File: src/pkg/svd_params.svh
/*
  Constants of the serial video deserializer core: symbol and lane shape,
  timing counts, configuration addresses, field positions, reset values.
  Assumes a 100 MHz core clock; included by the package and the core and lane design files.
*/
`ifndef SVD_PARAMS_SVH
`define SVD_PARAMS_SVH

`define SVD_SYM_W          35
`define SVD_UI_BITS        7
`define SVD_LANES          4
`define SVD_FIFO_DEPTH     4
`define SVD_CLK_MHZ        100
`define SVD_CLK_PERIOD_NS  10
`define SVD_LOSS_TIME_NS   1000
`define SVD_LOSS_CYCLES    (`SVD_LOSS_TIME_NS / `SVD_CLK_PERIOD_NS)
`define SVD_LOCK_EDGES     16
`define SVD_BIT_DIV        2
`define SVD_CLK_PATTERN    7'h63
`define SVD_BC_SLOW_MBPS   5
`define SVD_BC_FAST_MBPS   20
`define SVD_BC_SLOW_CYC    (`SVD_CLK_MHZ / `SVD_BC_SLOW_MBPS)
`define SVD_BC_FAST_CYC    (`SVD_CLK_MHZ / `SVD_BC_FAST_MBPS)
`define SVD_BC_FRAME_BITS  12
`define SVD_CRC_POLY       4'h3
`define SVD_FWD_I2C_BIT    34
`define SVD_ADDR_CTRL      8'h02
`define SVD_ADDR_STATUS    8'h1C
`define SVD_ADDR_PORT_SEL  8'h34
`define SVD_ADDR_PORT_CFG  8'h40
`define SVD_CTRL_OE_BIT    7
`define SVD_CTRL_OSC_BIT   5
`define SVD_CTRL_SLEEP_BIT 4
`define SVD_CTRL_RST       8'h90
`define SVD_PORT_SEL_RST   2'h1

`endif

File: src/pkg/svd_pkg.sv
/*
  Types of the serial video deserializer core.
  Assumes svd_params.svh is on the include path.
*/
`include "svd_params.svh"
package svd_pkg;
  typedef logic [`SVD_SYM_W-1:0]   svd_sym_t;
  typedef logic [`SVD_UI_BITS-1:0] svd_word_t;
  typedef enum logic [1:0] {
    SVD_LOSS   = 2'h0,
    SVD_ACQ    = 2'h1,
    SVD_LOCKED = 2'h3
  } svd_lock_state_t;
  typedef enum logic {
    SVD_BC_IDLE = 1'h0,
    SVD_BC_SEND = 1'h1
  } svd_bc_state_t;
endpackage : svd_pkg

File: src/pkg/svd_stream_if.sv
/*
  Valid/ready word stream between the core and its symbol buffer.
  Assumes both ends run on the same clock.
*/
`timescale 1ns/1ps
interface svd_stream_if #(parameter int W = 35);
  logic         valid;
  logic         ready;
  logic [W-1:0] data;
  modport src (output valid, output data, input ready);
  modport snk (input valid, input data, output ready);
endinterface : svd_stream_if

File: src/hw/svd_core.sv
/*
  Receive-side core of a two-port serial video deserializer: link clock
  lock, symbol buffer, seven-bit display lanes, port-steered settings,
  back-channel frames and I2C bridge drive.
  Assumes link pins are asynchronous and sampled here; config port is on
  clk_in.
*/
`timescale 1ns/1ps
`include "svd_params.svh"
module svd_core
  import svd_pkg::*;
(
  // clock and reset
  input  wire logic        clk_in,
  input  wire logic        sys_rst_in,
  input  wire logic        power_down_n_in,
  // serial link
  input  wire logic        link_clk_in,
  input  wire svd_sym_t    link_symbol_in,
  output logic             link_ready_out,
  // straps
  input  wire logic        mode_strap_one_in,
  input  wire logic        dual_output_in,
  // configuration port
  input  wire logic        cfg_wr_in,
  input  wire logic        cfg_rd_in,
  input  wire logic [7:0]  cfg_addr_in,
  input  wire logic [7:0]  cfg_wdata_in,
  output logic      [7:0]  cfg_rdata_out,
  // display lanes
  output logic      [7:0]  lvds_data_out,
  output logic      [1:0]  lvds_clk_out,
  output logic             lvds_oe_out,
  // lock status
  output logic             lock_out,
  output logic             lock_oe_out,
  // back channel and bridge
  input  wire logic [3:0]  gpio_in,
  input  wire logic        i2c_sda_in,
  input  wire logic        local_master_busy_in,
  output logic             i2c_sda_out,
  output logic             i2c_sda_oe_out,
  output logic             back_chan_out
);
  // pin synchronisers
  logic     lclk_s1, lclk_s2, lclk_s3;
  svd_sym_t sym_s1, sym_s2;
  logic [9:0] pin_s1, pin_s2;
  logic       pdn_s1, pdn_s2;
  logic       rst;

  always_ff @(posedge clk_in) begin
    if (sys_rst_in) begin
      lclk_s1 <= 1'b0;
      lclk_s2 <= 1'b0;
      lclk_s3 <= 1'b0;
      sym_s1  <= '0;
      sym_s2  <= '0;
      pin_s1  <= '0;
      pin_s2  <= '0;
      pdn_s1  <= 1'b0;
      pdn_s2  <= 1'b0;
    end else begin
      lclk_s1 <= link_clk_in;
      lclk_s2 <= lclk_s1;
      lclk_s3 <= lclk_s2;
      sym_s1  <= link_symbol_in;
      sym_s2  <= sym_s1;
      pin_s1  <= {local_master_busy_in, i2c_sda_in, gpio_in,
                  dual_output_in, mode_strap_one_in, 2'h0};
      pin_s2  <= pin_s1;
      pdn_s1  <= power_down_n_in;
      pdn_s2  <= pdn_s1;
    end
  end

  assign rst = sys_rst_in | ~pdn_s2;

  logic lclk_rise;
  logic busy_s, sda_s;
  logic [3:0] gpio_s;
  assign lclk_rise = lclk_s2 & ~lclk_s3;
  assign busy_s    = pin_s2[9];
  assign sda_s     = pin_s2[8];
  assign gpio_s    = pin_s2[7:4];

  // straps caught once after reset release
  logic strap_taken, strap_fast, dual;
  always_ff @(posedge clk_in) begin
    if (rst) begin
      strap_taken <= 1'b0;
      strap_fast  <= 1'b0;
      dual        <= 1'b0;
    end else if (!strap_taken) begin
      strap_taken <= 1'b1;
      strap_fast  <= pin_s2[2];
      dual        <= pin_s2[3];
    end
  end

  // lock tracking
  svd_lock_state_t lock_st, next_lock_st;
  logic [4:0] edge_cnt, next_edge_cnt;
  logic [7:0] gap_cnt,  next_gap_cnt;
  logic       gap_expired, locked;

  assign gap_expired = (gap_cnt == 8'(`SVD_LOSS_CYCLES));
  assign locked      = (lock_st == SVD_LOCKED);

  always_comb begin
    next_lock_st  = lock_st;
    next_edge_cnt = edge_cnt;
    next_gap_cnt  = gap_cnt;
    if (lclk_rise) begin
      next_gap_cnt = 8'h00;
    end else if (!gap_expired) begin
      next_gap_cnt = gap_cnt + 8'h01;
    end
    case (lock_st)
      SVD_LOSS: begin
        if (lclk_rise) begin
          next_lock_st  = SVD_ACQ;
          next_edge_cnt = 5'h01;
        end
      end
      SVD_ACQ: begin
        if (gap_expired) begin
          next_lock_st = SVD_LOSS;
        end else if (lclk_rise) begin
          if (edge_cnt == 5'(`SVD_LOCK_EDGES - 1)) begin
            next_lock_st = SVD_LOCKED;
          end else begin
            next_edge_cnt = edge_cnt + 5'h01;
          end
        end
      end
      SVD_LOCKED: begin
        if (gap_expired) begin
          next_lock_st = SVD_LOSS;
        end
      end
      default: next_lock_st = SVD_LOSS;
    endcase
  end

  always_ff @(posedge clk_in) begin
    if (rst) begin
      lock_st  <= SVD_LOSS;
      edge_cnt <= 5'h00;
      gap_cnt  <= 8'h00;
    end else begin
      lock_st  <= next_lock_st;
      edge_cnt <= next_edge_cnt;
      gap_cnt  <= next_gap_cnt;
    end
  end

  // symbol buffer
  svd_stream_if #(.W(`SVD_SYM_W)) fin ();
  svd_stream_if #(.W(`SVD_SYM_W)) fout ();
  assign fin.valid = lclk_rise & locked;
  assign fin.data  = sym_s2;

  svd_fifo #(.W(`SVD_SYM_W), .DEPTH(`SVD_FIFO_DEPTH)) u_fifo (
    .clk_in     (clk_in),
    .sys_rst_in (rst),
    .in_s       (fin),
    .out_s      (fout)
  );

  // configuration registers
  logic [7:0] ctrl, next_ctrl;
  logic [1:0] psel, next_psel;
  logic [7:0] pcfg [2];
  logic [7:0] next_pcfg [2];
  logic [7:0] next_rdata;
  logic       ovf, next_ovf;
  logic       out_en, sleep_sel, osc_en;

  assign out_en    = ctrl[`SVD_CTRL_OE_BIT];
  assign sleep_sel = ctrl[`SVD_CTRL_SLEEP_BIT];
  assign osc_en    = ctrl[`SVD_CTRL_OSC_BIT];

  always_comb begin
    next_ctrl  = ctrl;
    next_psel  = psel;
    next_pcfg  = pcfg;
    next_rdata = cfg_rdata_out;
    next_ovf   = ovf;
    if (cfg_wr_in) begin
      case (cfg_addr_in)
        `SVD_ADDR_CTRL:     next_ctrl = cfg_wdata_in;
        `SVD_ADDR_PORT_SEL: next_psel = cfg_wdata_in[1:0];
        `SVD_ADDR_PORT_CFG: begin
          for (int p = 0; p < 2; p++) begin
            if (psel[p]) begin
              next_pcfg[p] = cfg_wdata_in;
            end
          end
        end
        default: next_ctrl = ctrl;
      endcase
    end
    if (cfg_rd_in) begin
      case (cfg_addr_in)
        `SVD_ADDR_CTRL:     next_rdata = ctrl;
        `SVD_ADDR_STATUS:   next_rdata = {6'h00, ovf, locked};
        `SVD_ADDR_PORT_SEL: next_rdata = {6'h00, psel};
        `SVD_ADDR_PORT_CFG: next_rdata = psel[1] ? pcfg[1] : pcfg[0];
        default:            next_rdata = 8'h00;
      endcase
      if (cfg_addr_in == `SVD_ADDR_STATUS) begin
        next_ovf = 1'b0;
      end
    end
    if (fin.valid && !fin.ready) begin
      next_ovf = 1'b1;
    end
  end

  always_ff @(posedge clk_in) begin
    if (rst) begin
      ctrl          <= `SVD_CTRL_RST;
      psel          <= `SVD_PORT_SEL_RST;
      pcfg          <= '{8'h00, 8'h00};
      cfg_rdata_out <= 8'h00;
      ovf           <= 1'b0;
    end else begin
      ctrl          <= next_ctrl;
      psel          <= next_psel;
      pcfg          <= next_pcfg;
      cfg_rdata_out <= next_rdata;
      ovf           <= next_ovf;
    end
  end

  // display lane engine
  logic [3:0] div_cnt, next_div_cnt;
  logic [2:0] ui,      next_ui;
  logic       active,  next_active;
  svd_sym_t   stage,   next_stage;
  logic       stage_v, next_stage_v;
  logic       tick, period_end, data_ok, data_load, osc_load, lane_load;
  logic       show;
  svd_sym_t   first_sym;
  svd_word_t  lane_word [8];
  svd_word_t  clk_word  [2];

  always_comb begin
    tick       = (div_cnt == 4'(`SVD_BIT_DIV - 1));
    period_end = tick & ((ui == 3'(`SVD_UI_BITS - 1)) | ~active);
    data_ok    = locked & (dual ? (stage_v & fout.valid) : fout.valid);
    data_load  = period_end & data_ok;
    osc_load   = period_end & ~locked & osc_en;
    lane_load  = data_load | osc_load;
    show       = out_en & sleep_sel;
    first_sym  = dual ? stage : fout.data;
    if (!locked) begin
      fout.ready = 1'b1;
    end else if (dual) begin
      fout.ready = ~stage_v | data_load;
    end else begin
      fout.ready = data_load;
    end
    next_div_cnt = tick ? 4'h0 : div_cnt + 4'h1;
    next_active  = active;
    next_ui      = ui;
    if (lane_load) begin
      next_active = 1'b1;
      next_ui     = 3'h0;
    end else if (tick && active) begin
      if (ui == 3'(`SVD_UI_BITS - 1)) begin
        next_active = 1'b0;
      end else begin
        next_ui = ui + 3'h1;
      end
    end
    next_stage   = stage;
    next_stage_v = stage_v;
    if (!locked || data_load) begin
      next_stage_v = 1'b0;
    end else if (dual && !stage_v && fout.valid) begin
      next_stage_v = 1'b1;
      next_stage   = fout.data;
    end
    for (int i = 0; i < `SVD_LANES; i++) begin
      lane_word[i] = (data_load && show) ?
                     first_sym[i*`SVD_UI_BITS +: `SVD_UI_BITS] : '0;
      lane_word[i+`SVD_LANES] = (data_load && show && dual) ?
                     fout.data[i*`SVD_UI_BITS +: `SVD_UI_BITS] : '0;
    end
    clk_word[0] = ((data_load && show) || osc_load) ? `SVD_CLK_PATTERN : '0;
    clk_word[1] = dual ? clk_word[0] : '0;
  end

  always_ff @(posedge clk_in) begin
    if (rst) begin
      div_cnt <= 4'h0;
      ui      <= 3'h0;
      active  <= 1'b0;
      stage   <= '0;
      stage_v <= 1'b0;
    end else begin
      div_cnt <= next_div_cnt;
      ui      <= next_ui;
      active  <= next_active;
      stage   <= next_stage;
      stage_v <= next_stage_v;
    end
  end

  for (genvar g = 0; g < 2 * `SVD_LANES; g++) begin : g_data
    svd_lane u_lane (
      .clk_in     (clk_in),
      .sys_rst_in (rst),
      .load_in    (lane_load),
      .tick_in    (tick),
      .word_in    (lane_word[g]),
      .bit_out    (lvds_data_out[g])
    );
  end
  for (genvar c = 0; c < 2; c++) begin : g_clk
    svd_lane u_lane (
      .clk_in     (clk_in),
      .sys_rst_in (rst),
      .load_in    (lane_load),
      .tick_in    (tick),
      .word_in    (clk_word[c]),
      .bit_out    (lvds_clk_out[c])
    );
  end

  // output state and bridge drive
  logic fwd_i2c;
  always_ff @(posedge clk_in) begin
    if (rst) begin
      lvds_oe_out    <= 1'b0;
      lock_out       <= 1'b0;
      lock_oe_out    <= 1'b0;
      link_ready_out <= 1'b0;
      fwd_i2c        <= 1'b1;
      i2c_sda_oe_out <= 1'b0;
    end else begin
      lvds_oe_out    <= out_en | ~sleep_sel;
      lock_out       <= locked & sleep_sel;
      lock_oe_out    <= out_en | locked;
      link_ready_out <= fin.ready;
      if (fin.valid) begin
        fwd_i2c <= fin.data[`SVD_FWD_I2C_BIT];
      end
      i2c_sda_oe_out <= locked & ~fwd_i2c & ~busy_s;
    end
  end
  assign i2c_sda_out = 1'b0;

  // back-channel frames
  function automatic logic [3:0] svd_crc4(input logic [5:0] d);
    logic [3:0] c;
    logic       fb;
    c = 4'h0;
    for (int i = 5; i >= 0; i--) begin
      fb = c[3] ^ d[i];
      c  = {c[2:0], 1'b0} ^ (fb ? `SVD_CRC_POLY : 4'h0);
    end
    return c;
  endfunction : svd_crc4

  svd_bc_state_t bc_st, next_bc_st;
  logic [11:0] bc_shift, next_bc_shift;
  logic [3:0]  bc_idx,   next_bc_idx;
  logic [4:0]  bc_cnt,   next_bc_cnt;
  logic [4:0]  bc_per;
  logic [5:0]  bc_pay;

  always_comb begin
    bc_per = strap_fast ? 5'(`SVD_BC_FAST_CYC) : 5'(`SVD_BC_SLOW_CYC);
    bc_pay = {busy_s, sda_s, gpio_s};
    next_bc_st    = bc_st;
    next_bc_shift = bc_shift;
    next_bc_idx   = bc_idx;
    next_bc_cnt   = bc_cnt;
    case (bc_st)
      SVD_BC_IDLE: begin
        if (strap_taken) begin
          next_bc_st    = SVD_BC_SEND;
          next_bc_shift = {1'b1, svd_crc4(bc_pay), bc_pay, 1'b0};
          next_bc_idx   = 4'h0;
          next_bc_cnt   = 5'h00;
        end
      end
      SVD_BC_SEND: begin
        if (bc_cnt == bc_per - 5'h01) begin
          next_bc_cnt   = 5'h00;
          next_bc_shift = {1'b1, bc_shift[11:1]};
          if (bc_idx == 4'(`SVD_BC_FRAME_BITS - 1)) begin
            next_bc_st = SVD_BC_IDLE;
          end else begin
            next_bc_idx = bc_idx + 4'h1;
          end
        end else begin
          next_bc_cnt = bc_cnt + 5'h01;
        end
      end
      default: next_bc_st = SVD_BC_IDLE;
    endcase
  end

  always_ff @(posedge clk_in) begin
    if (rst) begin
      bc_st    <= SVD_BC_IDLE;
      bc_shift <= 12'hFFF;
      bc_idx   <= 4'h0;
      bc_cnt   <= 5'h00;
    end else begin
      bc_st    <= next_bc_st;
      bc_shift <= next_bc_shift;
      bc_idx   <= next_bc_idx;
      bc_cnt   <= next_bc_cnt;
    end
  end
  assign back_chan_out = bc_shift[0];
endmodule : svd_core

File: src/hw/svd_fifo.sv
/*
  Flip-flop FIFO with valid/ready on both sides, honest full and empty.
  Assumes a synchronous active-high reset on the same clock as both sides.
*/
`timescale 1ns/1ps
module svd_fifo #(
  parameter int W     = 35,
  parameter int DEPTH = 4
) (
  // clock and reset
  input  wire logic clk_in,
  input  wire logic sys_rst_in,
  // streams
  svd_stream_if.snk in_s,
  svd_stream_if.src out_s
);
  localparam int AW = $clog2(DEPTH);

  logic [W-1:0] mem      [DEPTH];
  logic [W-1:0] next_mem [DEPTH];
  logic [AW-1:0] wr_ptr, next_wr_ptr;
  logic [AW-1:0] rd_ptr, next_rd_ptr;
  logic [AW:0]   count,  next_count;
  logic          push, pop;

  assign in_s.ready  = (count != (AW+1)'(DEPTH));
  assign out_s.valid = (count != '0);
  assign out_s.data  = mem[rd_ptr];

  always_comb begin
    push        = in_s.valid & in_s.ready;
    pop         = out_s.valid & out_s.ready;
    next_mem    = mem;
    next_wr_ptr = wr_ptr;
    next_rd_ptr = rd_ptr;
    next_count  = count;
    if (push) begin
      next_mem[wr_ptr] = in_s.data;
      next_wr_ptr      = (wr_ptr == AW'(DEPTH-1)) ? '0 : wr_ptr + 1'b1;
    end
    if (pop) begin
      next_rd_ptr = (rd_ptr == AW'(DEPTH-1)) ? '0 : rd_ptr + 1'b1;
    end
    if (push && !pop) begin
      next_count = count + 1'b1;
    end else if (pop && !push) begin
      next_count = count - 1'b1;
    end
  end

  always_ff @(posedge clk_in) begin
    mem <= next_mem;
    if (sys_rst_in) begin
      wr_ptr <= '0;
      rd_ptr <= '0;
      count  <= '0;
    end else begin
      wr_ptr <= next_wr_ptr;
      rd_ptr <= next_rd_ptr;
      count  <= next_count;
    end
  end
endmodule : svd_fifo

File: src/hw/svd_lane.sv
/*
  One seven-bit output lane: loads a word, sends bit 0 first, one bit per
  tick. Assumes load_in only comes together with tick_in.
*/
`timescale 1ns/1ps
`include "svd_params.svh"
module svd_lane
  import svd_pkg::*;
(
  // clock and reset
  input  wire logic      clk_in,
  input  wire logic      sys_rst_in,
  // control
  input  wire logic      load_in,
  input  wire logic      tick_in,
  input  wire svd_word_t word_in,
  // serial bit
  output logic           bit_out
);
  svd_word_t shreg, next_shreg;
  logic      next_bit;

  always_comb begin
    next_shreg = shreg;
    next_bit   = bit_out;
    if (load_in) begin
      next_bit   = word_in[0];
      next_shreg = {1'b0, word_in[`SVD_UI_BITS-1:1]};
    end else if (tick_in) begin
      next_bit   = shreg[0];
      next_shreg = {1'b0, shreg[`SVD_UI_BITS-1:1]};
    end
  end

  always_ff @(posedge clk_in) begin
    if (sys_rst_in) begin
      shreg   <= '0;
      bit_out <= 1'b0;
    end else begin
      shreg   <= next_shreg;
      bit_out <= next_bit;
    end
  end
endmodule : svd_lane

File: config.mk
export PLATFORM = sky130hd
export DESIGN_NAME = svd_core
export DESIGN_NICKNAME = d
export VERILOG_FILES = /design/src/pkg/svd_pkg.sv /design/src/pkg/svd_stream_if.sv /design/src/hw/svd_core.sv /design/src/hw/svd_fifo.sv /design/src/hw/svd_lane.sv
export VERILOG_INCLUDE_DIRS = /design/src /design/src/pkg
export SDC_FILE = /design/constraint.sdc
export NUM_CORES = 1
export LEC_CHECK = 0
export BUFFER_PORTS_ARGS = -buffer_cell sky130_fd_sc_hd__buf_2
export CAP_MARGIN = 15
export CORE_UTILIZATION = 45
export CTS_CLUSTER_DIAMETER = 40
export DETAILED_ROUTE_END_ITERATION = 6
export GPL_TIMING_DRIVEN = 0
export HOLD_SLACK_MARGIN = 0.15
export PLACE_DENSITY = 0.68
export RECOVER_POWER = 25
export SYNTH_ARGS = -nofsm -noshare
export SYNTH_HDL_FRONTEND = slang
export SYNTH_SLANG_ARGS = --single-unit
export TNS_END_PERCENT = 20
File: constraint.sdc
create_clock -name clk_in -period 6.7 [get_ports clk_in]
set_input_delay 0.67 -clock clk_in [delete_from_list [all_inputs] [get_ports clk_in]]
set_output_delay 0.67 -clock clk_in [all_outputs]
set_load 0.005 [all_outputs]
# --- After elaboration in Yosys (flattened, before gate mapping) ---
# Cells that the tools add are included.
word_totals:
  out_inout_bits: 25
  ff_bits: 430
  elab_cells: 292
  input_bits: 65
op_classes:
  n_lt_le_gt_ge: 3
  n_mux: 105
  reduce_logical: 41
  eq_ne: 25
  bitwise_logic: 43
  add_sub_neg: 11
op_table:
  columns: ["operator", "n"]
  rows:
  - ["bitwise mux 140 bit", 1]
  - ["2-to-1 mux 6 bit", 20]
  - ["2-to-1 mux 28 bit", 3]
  - ["binary-select mux 35 bit (select 2 bit)", 1]
  - ["demux 35 bit (select 2 bit)", 1]
  - ["2-to-1 mux 7 bit", 10]
  - ["2-to-1 mux 35 bit", 1]
  - ["2-to-1 mux 5 bit", 7]
  - ["2-to-1 mux 1 bit", 33]
  - ["case mux 8 bit (4 select lines)", 1]
  - ["2-to-1 mux 2 bit", 13]
  - ["2-to-1 mux 12 bit", 2]
  - ["case mux 12 bit (2 select lines)", 1]
  - ["case mux 5 bit (2 select lines)", 2]
  - ["equality test 8 x 7 -> 1 bit, second input constant", 2]
  - ["XOR 4 x 2 -> 4 bit", 4]
  - ["AND 1 bit", 14]
  - ["!= test 2 bit, second input constant", 7]
  - ["AND reduction 2 bit", 7]
  - ["nonzero test 2 bit", 7]
  - ["2-to-1 mux 4 bit", 3]
  - ["NOT 1 bit", 11]
  - ["adder 5 x 1 -> 5 bit, second input constant", 2]
  - ["logical AND 1 bit", 9]
  - ["38 further kinds", 66]

# --- Longest topological paths before layout ---
# Gate-level depths: netlist (run 1).
depth:
  ltp_word: 15
  mapped_depth: 11
  depth_no_buf: 11

# --- By module ---
# From an unflattened synthesis (run 1), not the netlist that was laid out.
unflattened:
  hier_cells: 1400
  area_unflattened_um2: 16867.4
modules_own_cells:
  columns: ["mod", "area_per_inst_um2", "n_inst", "seq_area_each_um2", "cells_each"]
  rows:
  - ["svd_core", 8230.4, 1, 4164.0, 871]
  - ["svd_fifo", 5484.0, 1, 4344.2, 229]
  - ["svd_lane", 315.3, 10, 140.1, 30]

# --- Least setup slack after synthesis (run 1) ---
# No wires, ideal clock.
synth_timing:
  path_kind: "register -> register"
  start: "register ui[0]"
  end: "register u_fifo.count[2]"
  setup_ns: 0.070
  arrival_time_ns: 2.463
  path_buffers: 0
  path_slack_ns: 4.167
  stages_incl_launch_ff: 12
  synth_period_minus_slack_ns: 2.533
  required_ns: 6.630
  cell_sequence: "dfxtp_1 -> inv_1 -> ha_1 -> a21bo_2 -> a211oi_1 -> or2_2 -> ha_1 -> inv_1 -> fa_1 -> xor2_1 -> or3_1 -> a21oi_1"
synth_between:
  elab_chain_len: 11
  word_cells_on_any_way: 13
  classes_between: "1 x eq/ne; 3 x mux; 5 x bitwise; 4 x reduce/logical"
synth_rtl:
  columns: ["element", "line", "rtl"]
  rows:
  - ["start, declared", "svd_core.sv:239", "logic [2:0] ui, next_ui;"]
  - ["start signal, assigned", "svd_core.sv:305", "ui <= next_ui;"]
  - ["equality test 3 bit (*)", "svd_core.sv:251", "period_end = tick & ((ui == 3'(`SVD_UI_BITS - 1)) | ~active);"]
  - ["OR 1 bit (*)", "svd_core.sv:251", null]
  - ["AND 1 bit (*)", "svd_core.sv:251", null]
  - ["AND 1 bit (*)", "svd_core.sv:253", "data_load = period_end & data_ok;"]
  - ["OR 1 bit", "svd_core.sv:261", "fout.ready = ~stage_v | data_load;"]
  - ["2-to-1 mux 1 bit (*)", "svd_core.sv:260", "end else if (dual) begin"]
  - ["2-to-1 mux 1 bit (*)", "svd_core.sv:258", "if (!locked) begin"]
  - ["AND 1 bit (*)", "svd_fifo.sv:32", "pop = out_s.valid & out_s.ready;"]
  - ["logical NOT 1 bit", "svd_fifo.sv:44", "if (push && !pop) begin"]
  - ["logical AND 1 bit", "svd_fifo.sv:44", null]
  - ["2-to-1 mux 3 bit / nonzero test 2 bit (equally long branches)", null, null]
  - ["end signal, assigned", "svd_fifo.sv:60", "count <= next_count;"]
  - ["end, declared", "svd_fifo.sv:23", "logic [AW:0] count, next_count;"]
# Every way passes the cells marked *; elsewhere a longest branch is shown, timed or not.
# A chain may end at the register's enable or synchronous reset.

# --- Final worst setup path (run 1) ---
# Same ends and word-level chain as after synthesis.

==> impl_metrics.ini, run 1 <==
[placement]
hpwlAfterDp_um = 23210
port_buffers = 82
place_congestion = 0.8791
placed_cells = 1826

[pwr]
p_sw_uw = 1168
ir_drop_mv = 0.2297
p_leak_uw = 0.006562
power_density_nw_per_um2 = 295.1
power_uw = 5278
comb_power_share_pct = 2.0
clock_power_share_pct = 52.0
power_frac_seq_pct = 46.0
internal_power_uw = 4110
power.share.switching_pct = 22.13

[timing]
skew_ns = 0.03307
timing.final.crit_period_ns = 2.928
rsz0062_at_grt = false
tns_ns = 0
fmax_ghz = 0.3415
hold_slack_ns = 0.2768
hold_viol = 0
worst_slew_pin_slew_ns = 0.9113
max_slew_margin_pct = 39.02
finalSetupViolCount = 0
report.final.slew_viol_count = 0
timing.final.crit_share_pct = 43.70

[routing]
drtIter0Drc = 684
viasPerCell = 5.450
drt_wl_total_um = 34510
ant_nets = 0
post_drt_wl_per_cell_um = 17.98
dr_total_vias = 10459
route.detailed.drc = 0
dr.pass1.iters = 5

[status]
status = completed

[critical_path]
crit_path_top_delay_cell = a211oi_1
cp-end-kind = flip-flop
critPathLaunchType = flip-flop
cp.required_ns = 7.21
cp_top_family = compound AO/OA/AOI/OAI gates
critPathKind = reg2reg
path_cells = inv_1 > ha_1 > a21bo_2 > a211oi_1 > or2_2 > ha_1 > inv_1 > fa_1 > xor2_1 > or3_1 > a21oi_1
worst-path-max-fanout = 5
cp.arrival_ns = 3.43
critical_path_buf_inv_count = 2
cpPeakStageDelay_ns = 0.53
crit_start = ui[0]$_SDFFE_PP0P_
reg2reg_from = ui[0]$_SDFFE_PP0P_

[final_layout]
final_common_cell = dfxtp_1
utilization_pct = 54.41
nFillCells = 2862
drive_gt1_share_pct = 20.38
layout_common_cells = dfxtp_1 (273), edfxtp_1 (112), o21ai_0 (108)
fin_cells = 1919
syn_to_final_growth_pct = 18.03
nets = 1518
n_antenna_cell = 0

[cts]
post_cts_resized = 0
clockBufferDepth = 3
cts_hold_buf = 0
post_cts_buffers = 0
clkTransAtPathRegs_ns = 0.06
cts_tree = yes
clk_latency_ns = 0.60
cts_buffers = 50
cts_max_level = 2
numClockSinks = 385
root_buffer = clkbuf_16

[global_routing]
grt_antenna_before_repair = 0
grt_max_degree = 29
grt_overflow = 0
gr-usage-all-layers_pct = 20.44
grt_first_pass_wirelength_um = 54000
grt_pass1_vias = 10056

[logic_synthesis]
post_synth_and_or_nand_nor_area_fraction_pct = 13.82
ys_ff_latch = 385
synth_edf_count = 112
synth_nets = 1384
yosysWarnings = 0
muxShareOfSynthArea_pct = 11.56
yosysSeqAreaShare_pct = 58.27
async_reset_ff_share_pct = 0
ys_types = 72
synthCells = 1302
syn_area_um2 = 15150
synth_compound_area_share_pct = 10.27
ys.flop_type = dfxtp_1
synth_top_family_by_area = simple AND/OR/NAND/NOR gates
synth_adder_area_share_pct = 1.453
synthXorXnorAreaFrac_pct = 1.156
yosys-top-cells-area = dfxtp_1 (36%), edfxtp_1 (22%), mux2i_1 (5.0%)
synth.top_cell.area_share_pct = 36.07
avgSynthCellArea_um2 = 11.64
netlist.top_cell.by_area = dfxtp_1

[die]
die_w_um = 185.5
core_area_um2 = 32870
die-area_um2 = 34410
rows = 66
die_h_um = 185.5
num_io_pins = 90
initial_utilization_pct = 46.10

[job]
maxCapViolations = 0

[min_path]
hp-class = in2reg
worstHoldStart = link_symbol_in[12]
[worst register-to-register path, cell delays in order (launching register included)]
cell      delay, ns
dfxtp_1        0.36
inv_1          0.07
ha_1           0.21
a21bo_2        0.25
a211oi_1       0.53
or2_2          0.21
ha_1           0.17
inv_1          0.06
fa_1           0.37
xor2_1         0.18
or3_1          0.31
a21oi_1        0.14
[cells by family (layout without fill, tap and decap cells)]
family          Yosys count  count (layout)
xor+xnor                 20              20
other cells               1               1
mux                     136             136
compound gates          261             261
flops                   385             385
simple gates            372             372
fa+ha+maj                17              17
buf+inv                 110             285
[power groups by stage]
stage	clock network (uW)	registers, uW	logic [uW]
after floorplan	0	2470	59.6
after global placement	0	2480	105
after detailed placement	0	2480	106
after CTS	2780	2430	107
after global routing	2880	2430	116
final	2740	2430	106
[layer usage]
layer	up-vias	GRT usage, %	share of wire, %
met1	5042	26.72	45
met2	315	32.91	46
met4	0	9.058	3.1
met3	80	3.952	5.2
met5	-	0	0
li1	5022	-	-
[synth_stat cells, drive strengths merged (16+ instances only)]
cell type / n
a21oi: 30
a31oi: 56
buf: 48
clkbuf: 49
dfxtp: 273
edfxtp: 112
ha: 16
mux2: 32
mux2i: 76
mux4: 28
nand2: 54
nand3: 41
nand4: 29
nor2: 87
nor2b: 85
nor3: 17
o21ai: 126
[final cells by class]
cell class,count,area [um2],area share (%)
Multi-Input combinational cell,807,5807,32.47
Clock inverter,34,397.9,2.225
Clock buffer,59,1366,7.641
Sequential cell,385,8828,49.37
Timing Repair Buffer,82,409.1,2.288
Buffer,97,471.7,2.638
Tap cell,442,553.0,3.093
Inverter,13,48.80,0.2729
[worst paths after layout]
path	end	depth (start not counted)	slack [ns]
worst max-delay path	u_fifo.count[2]$_SDFFE_PN0P_	11	3.77
worst min register to register	fin.data[34]$_SDFF_PP0_	1	0.43
worst min-delay path	sym_s1[12]$_SDFF_PP0_	2	0.28
worst max register to register	u_fifo.count[2]$_SDFFE_PN0P_	11	3.77
[sequential cells by signal, indices dropped and copies added, names as in the netlist, 11 cells and up]
signal / count
fin.data: 29
stage: 28
g_data.u_lane.shreg: 48
pcfg: 16
bc_shift: 11
g_clk.u_lane.shreg: 12
u_fifo.mem: 112
sym_s1: 29
[metrics by stage]
| stage | worst slack, ns | instance area, um2 |
|---|---|---|
| floorplan | 4.167 | 15150 |
| global placement | 3.831 | 16110 |
| detailed placement | 3.834 | 16120 |
| CTS | 3.794 | 17880 |
| global route | 3.633 | 17880 |
| finish | 3.772 | 17880 |
Note: power is estimated with default switching activity, not from simulation.
==> run 2, diff against run 1 <==
--- a/config.mk
+++ b/config.mk
@@ -13,7 +13,7 @@
 export DETAILED_ROUTE_END_ITERATION = 6
 export GPL_TIMING_DRIVEN = 0
 export HOLD_SLACK_MARGIN = 0.15
-export PLACE_DENSITY = 0.68
+export PLACE_DENSITY = 0.7
 export RECOVER_POWER = 25
 export SYNTH_ARGS = -nofsm -noshare
 export SYNTH_HDL_FRONTEND = slang
==> constraint.sdc (replaced) <==
create_clock -name clk_in -period 2.59 [get_ports clk_in]
set_input_delay 0.259 -clock clk_in [delete_from_list [all_inputs] [get_ports clk_in]]
set_output_delay 0.259 -clock clk_in [all_outputs]
set_load 0.005 [all_outputs]
==> run 2 against run 1 <==
Against the previous run: non-clock buffer count up 52; sequential share of layout area shrank 1.4 points; power increased to 2.6 times the previous value; first-iteration DRC count up 30%; final cell count up 2.3%; combinational power grew to 3.1 times the previous value; hold slack lost 0.093 ns; global-route usage down 0.22 points; count of clock-buffer cells in the layout stayed put; sequential cell count stayed put; setup slack got worse by 3.7 ns; highest routed layer unchanged.
==> impl_metrics.ini, run 2 (same netlist as run 1, synthesis figures left out) <==
[status]
status = completed

[critical_path]
cp-end-kind = flip-flop
timing.rr.end = u_fifo.count[2]$_SDFFE_PN0P_
r2r.worst_path.cells = 11
worst-path-max-fanout = 4
cpMostUsedCell = inv_1
crit_path_top_delay_cell = or3_1
rrSetupSlack_ns = 0.08
cp.required_ns = 3.08
path_cells = inv_1 > ha_2 > a21bo_4 > a211oi_4 > or2_4 > ha_4 > inv_1 > fa_2 > xor2_1 > or3_1 > a21oi_2
critPathLaunchType = flip-flop
reg2reg_from = ui[0]$_SDFFE_PP0P_
cp.arrival_ns = 3.00
critPathKind = reg2reg
cpPeakStageDelay_ns = 0.39

[die]
initial_utilization_pct = 46.10
rows = 66
die_w_um = 185.5
die-area_um2 = 34410
die_h_um = 185.5
num_io_pins = 90
core_area_um2 = 32870

[final_layout]
layout_common_cells = dfxtp_1 (271), edfxtp_1 (112), o21ai_0 (108)
largest_register = u_fifo.mem
drive_gt1_share_pct = 19.71
reg_top3 = u_fifo.mem (112), g_data.u_lane.shreg (48)
nets = 1568
n_antenna_cell = 0
largest_reg_flops = 112
stdcell_area_um2 = 18390
final_common_cell = dfxtp_1
utilization_pct = 55.96
syn_to_final_growth_pct = 21.40

[routing]
drtIter0Drc = 892
viasPerCell = 5.433
ant_nets = 0
drt_wl_total_um = 34240
dr_total_vias = 10671
dr.pass1.iters = 6
post_drt_wl_per_cell_um = 17.44
route.detailed.drc = 0

[min_path]
whs_path_depth = 4
hold_path_end = psel[0]$_SDFFE_PN1P_
hp-class = in2reg
worstHoldStart = cfg_addr_in[5]

[global_routing]
grt_pass1_vias = 10483
gr-usage-all-layers_pct = 20.22
grt_overflow = 0
grt_first_pass_wirelength_um = 54450
grt_max_degree = 29
grt_antenna_before_repair = 0

[cts]
numClockSinks = 385
clockBufferDepth = 3
clk_latency_ns = 0.56
clkTransAtPathRegs_ns = 0.05
root_buffer = clkbuf_16
cts_tree = yes
cts_buffers = 48
cts_max_level = 2

[timing]
report.final.slew_viol_count = 0
skew_ns = 0.02114
timing.final.crit_share_pct = 96.81
finalSetupViolCount = 0
fmax_ghz = 0.3988
worst_slew_pin_slew_ns = 1.028
tns_ns = 0
rsz0062_at_grt = false
worst_slack_ns = 0.08258
hold_viol = 0
timing.final.crit_period_ns = 2.507
max_slew_margin_pct = 31.48
hold_slack_ns = 0.1835

[placement]
place_congestion = 0.8942
place_area_um2 = 16120
dp_slack_ns = -0.3062
hpwlAfterDp_um = 22700
port_buffers = 82

[pwr]
ir_drop_mv = 0.6598
p_leak_uw = 0.006767
power_density_nw_per_um2 = 739.7

[job]
maxCapViolations = 0
[run 2: worst max-delay path: cells and delay by family (launching register included)]
| kind | cells | cell delay [ns] |
|---|---|---|
| adders and majority gates | 3 | 0.65 |
| AOI/OAI and AO/OA | 3 | 0.62 |
| and+or+nand+nor | 2 | 0.57 |
| DFF | 1 | 0.32 |
| xor gates and xnor gates | 1 | 0.18 |
| buffers and inverters | 2 | 0.10 |
[run 2: metrics by stage]
stage	total power (uW)	cells
floorplan	6554	1302
global placement	6678	1826
detailed placement	6684	1826
CTS	13700	1962
global route	13980	1964
finish	13610	1964
[run 2: timing repair]
action / in CTS / in global routing
hold buffers: 48 / 0
pin swaps: 1 / 5
setup endpoints to repair: 1 / 1
hold endpoints to repair: 68 / 0
buffers inserted: 2 / 2
gates cloned: 0 / 0
resized for setup: 3 / 9
[run 2: area by class of cell]
| cell class | count | area (um2) |
|---|---|---|
| clock buffers | 59 | 1292 |
| clock inverters | 27 | 420.4 |
| repair buffers | 134 | 919.6 |
| plain buffers | 97 | 471.7 |
| inverters | 13 | 48.80 |
| flip-flops and latches | 385 | 8831 |
| fillers | 2789 | 14470 |
| well taps | 442 | 553.0 |
| multi-input cells | 807 | 5856 |
[run 2: worst max-delay path by stage]
stage | to | slack [ns] | cells past startpoint | start
after global placement | u_fifo.count[2]$_SDFFE_PN0P_ | -0.22 | 11 | ui[0]$_SDFFE_PP0P_
after CTS | u_fifo.count[2]$_SDFFE_PN0P_ | 0.01 | 11 | ui[0]$_SDFFE_PP0P_
after floorplan | u_fifo.count[2]$_SDFFE_PN0P_ | 0.06 | 11 | ui[0]$_SDFFE_PP0P_
after global routing | u_fifo.count[2]$_SDFFE_PN0P_ | 0.002 | 11 | ui[0]$_SDFFE_PP0P_
after detailed placement | u_fifo.count[2]$_SDFFE_PN0P_ | -0.31 | 11 | ui[0]$_SDFFE_PP0P_
final | u_fifo.count[2]$_SDFFE_PN0P_ | 0.08 | 11 | ui[0]$_SDFFE_PP0P_
[run 2: report_power, final]
part	leakage, uW	internal, uW	switching [uW]
combinational	0.00249	156	175
clock	0.000824	4390	2600
sequential	0.00346	6250	33.0
[run 2: metal layers]
metal | routed length, um | track usage, %
met5 | 0 | 0
met4 | 1029 | 7.736
met3 | 1956 | 3.698
met2 | 16220 | 34.01
met1 | 15040 | 25.81
==> run 3, diff against run 2 <==
--- a/config.mk
+++ b/config.mk
@@ -13,7 +13,7 @@
 export DETAILED_ROUTE_END_ITERATION = 6
 export GPL_TIMING_DRIVEN = 0
 export HOLD_SLACK_MARGIN = 0.15
-export PLACE_DENSITY = 0.7
+export PLACE_DENSITY = 0.68
 export RECOVER_POWER = 25
 export SYNTH_ARGS = -nofsm -noshare
 export SYNTH_HDL_FRONTEND = slang
==> constraint.sdc (replaced) <==
create_clock -name clk_in -period 2.9 [get_ports clk_in]
set_input_delay 0.29 -clock clk_in [delete_from_list [all_inputs] [get_ports clk_in]]
set_output_delay 0.29 -clock clk_in [all_outputs]
set_load 0.05 [all_outputs]
==> run 3 against run 2 <==
Against the previous run: non-clock buffer count decreased by 4; sequential cell count stayed put; wire length up 2.1%; hold slack is essentially flat; first-iteration DRC count decreased by 24%; clock skew grew 0.011 ns; die area did not move; power is 9.9% lower; combinational power shrank 7.9%.
==> impl_metrics.ini, run 3 (same netlist as run 1, synthesis figures left out) <==
[status]
status = completed

[critical_path]
worst-path-max-fanout = 5
critPathLaunchType = flip-flop
cp.required_ns = 3.41
critPathKind = reg2reg
cp.arrival_ns = 3.23
r2r.worst_path.cells = 11
cp-end-kind = flip-flop

[final_layout]
layout_common_cells = dfxtp_1 (273), edfxtp_1 (112), o21ai_0 (108)
nets = 1566
drive_gt1_share_pct = 19.80
stdcell_area_um2 = 18370
reg_top3 = u_fifo.mem (112), g_data.u_lane.shreg (48)
largest_register = u_fifo.mem
n_antenna_cell = 0
largest_reg_flops = 112
utilization_pct = 55.89
final_common_cell = dfxtp_1
syn_to_final_growth_pct = 21.23

[routing]
drt_wl_total_um = 34970
m1WireLength_um = 15660
ant_nets = 0
viasPerCell = 5.389
route.detailed.drc = 0
dr.pass1.iters = 6
drtIter0Drc = 674
dr_total_vias = 10601
post_drt_wl_per_cell_um = 17.78
wl_met2_um = 16460
routed.top_layer = met4
routed-wl-met3_um = 1800

[timing]
report.final.slew_viol_count = 0
tns_ns = 0
finalSetupViolCount = 0
timing.final.crit_share_pct = 94.00
hold_slack_ns = 0.1834
rsz0062_at_grt = false
skew_ns = 0.03246
fmax_ghz = 0.3668
worst_slew_pin_slew_ns = 0.9074
hold_viol = 0
timing.final.crit_period_ns = 2.726
worst_slack_ns = 0.1740
max_slew_margin_pct = 39.28

[cts]
clk_latency_ns = 0.60
cts_tree = yes
post_cts_buffers = 0
cts_buffers = 50
root_buffer = clkbuf_16
cts_max_level = 2
clkTransAtPathRegs_ns = 0.06
clockBufferDepth = 3
numClockSinks = 385

[die]
core_area_um2 = 32870
initial_utilization_pct = 46.10
die_w_um = 185.5
die_h_um = 185.5
die-area_um2 = 34410
rows = 66
num_io_pins = 90

[placement]
dp_slack_ns = 0.03664
hpwlAfterDp_um = 23210
port_buffers = 82
place_area_um2 = 16120
place_congestion = 0.8791

[pwr]
power.share.switching_pct = 22.17
power_density_nw_per_um2 = 667.1
p_leak_uw = 0.006763
comb_power_share_pct = 2.5
internal_power_uw = 9537
clock_power_share_pct = 51.7
p_sw_uw = 2716
power_frac_seq_pct = 45.8
ir_drop_mv = 0.5319

[min_path]
whs_path_depth = 4
hp-class = in2reg

[global_routing]
grt_overflow = 0
grt_max_degree = 29
grt_first_pass_wirelength_um = 54730
grt_antenna_before_repair = 0
grt_pass1_vias = 10285
gr-usage-all-layers_pct = 20.69

[job]
maxCapViolations = 0
==> run 3: area by class of cell <==
type	count	area, um2
Fill cell	2801	14500
Inverter	13	48.80
Clock buffer	59	1366
Buffer	97	471.7
Multi-Input combinational cell	807	5812
Sequential cell	385	8828
Tap cell	442	553.0
Clock inverter	34	397.9
Timing Repair Buffer	130	889.6
==> run 3: power groups by stage <==
stage,Clock [uW],Combinational [uW],Sequential [uW]
6_report,6340,305,5610
5_1_grt,6660,331,5620
4_1_cts,6430,306,5610
3_5_place_dp,0,254,5730
3_3_place_gp,0,250,5720
2_1_floorplan,0,142,5720
==> run 3: worst max-delay path, cell delays in order, from the launching register on <==
cell	delay (ns)
dfxtp_1	0.36
inv_1	0.07
ha_1	0.21
a21bo_2	0.25
a211oi_2	0.36
or2_2	0.17
ha_1	0.17
inv_1	0.06
fa_1	0.37
xor2_1	0.18
or3_1	0.31
a21oi_1	0.15
==> run 3: through the flow <==
stage	total power (uW)	instances
floorplan	5862	1302
global placement	5975	1826
detailed placement	5982	1826
CTS	12350	1967
global route	12610	1967
finish	12250	1967
==> run 3: repair_timing <==
action / in CTS / in global routing
setup endpoints to repair: 1 / 0
gates resized for setup: 1 / 0
hold buffers: 48 / 0
endpoints found under the hold margin: 68 / 0
==> run 3: final timing paths <==
path                    startpoint                      endpoint  slack [ns]
max             ui[0]$_SDFFE_PP0P_  u_fifo.count[2]$_SDFFE_PN0P_        0.17
min                 cfg_addr_in[5]          psel[0]$_SDFFE_PN1P_        0.18
max reg2reg     ui[0]$_SDFFE_PP0P_  u_fifo.count[2]$_SDFFE_PN0P_        0.17
min reg2reg  sym_s1[34]$_SDFF_PP0_       fin.data[34]$_SDFF_PP0_        0.43
==> run 3: layer usage <==
metal	GRT usage, %	up-vias
li1	-	5116
met1	26.76	5105
met2	33.75	301
met3	3.933	79
met4	9.058	0
met5	0	-
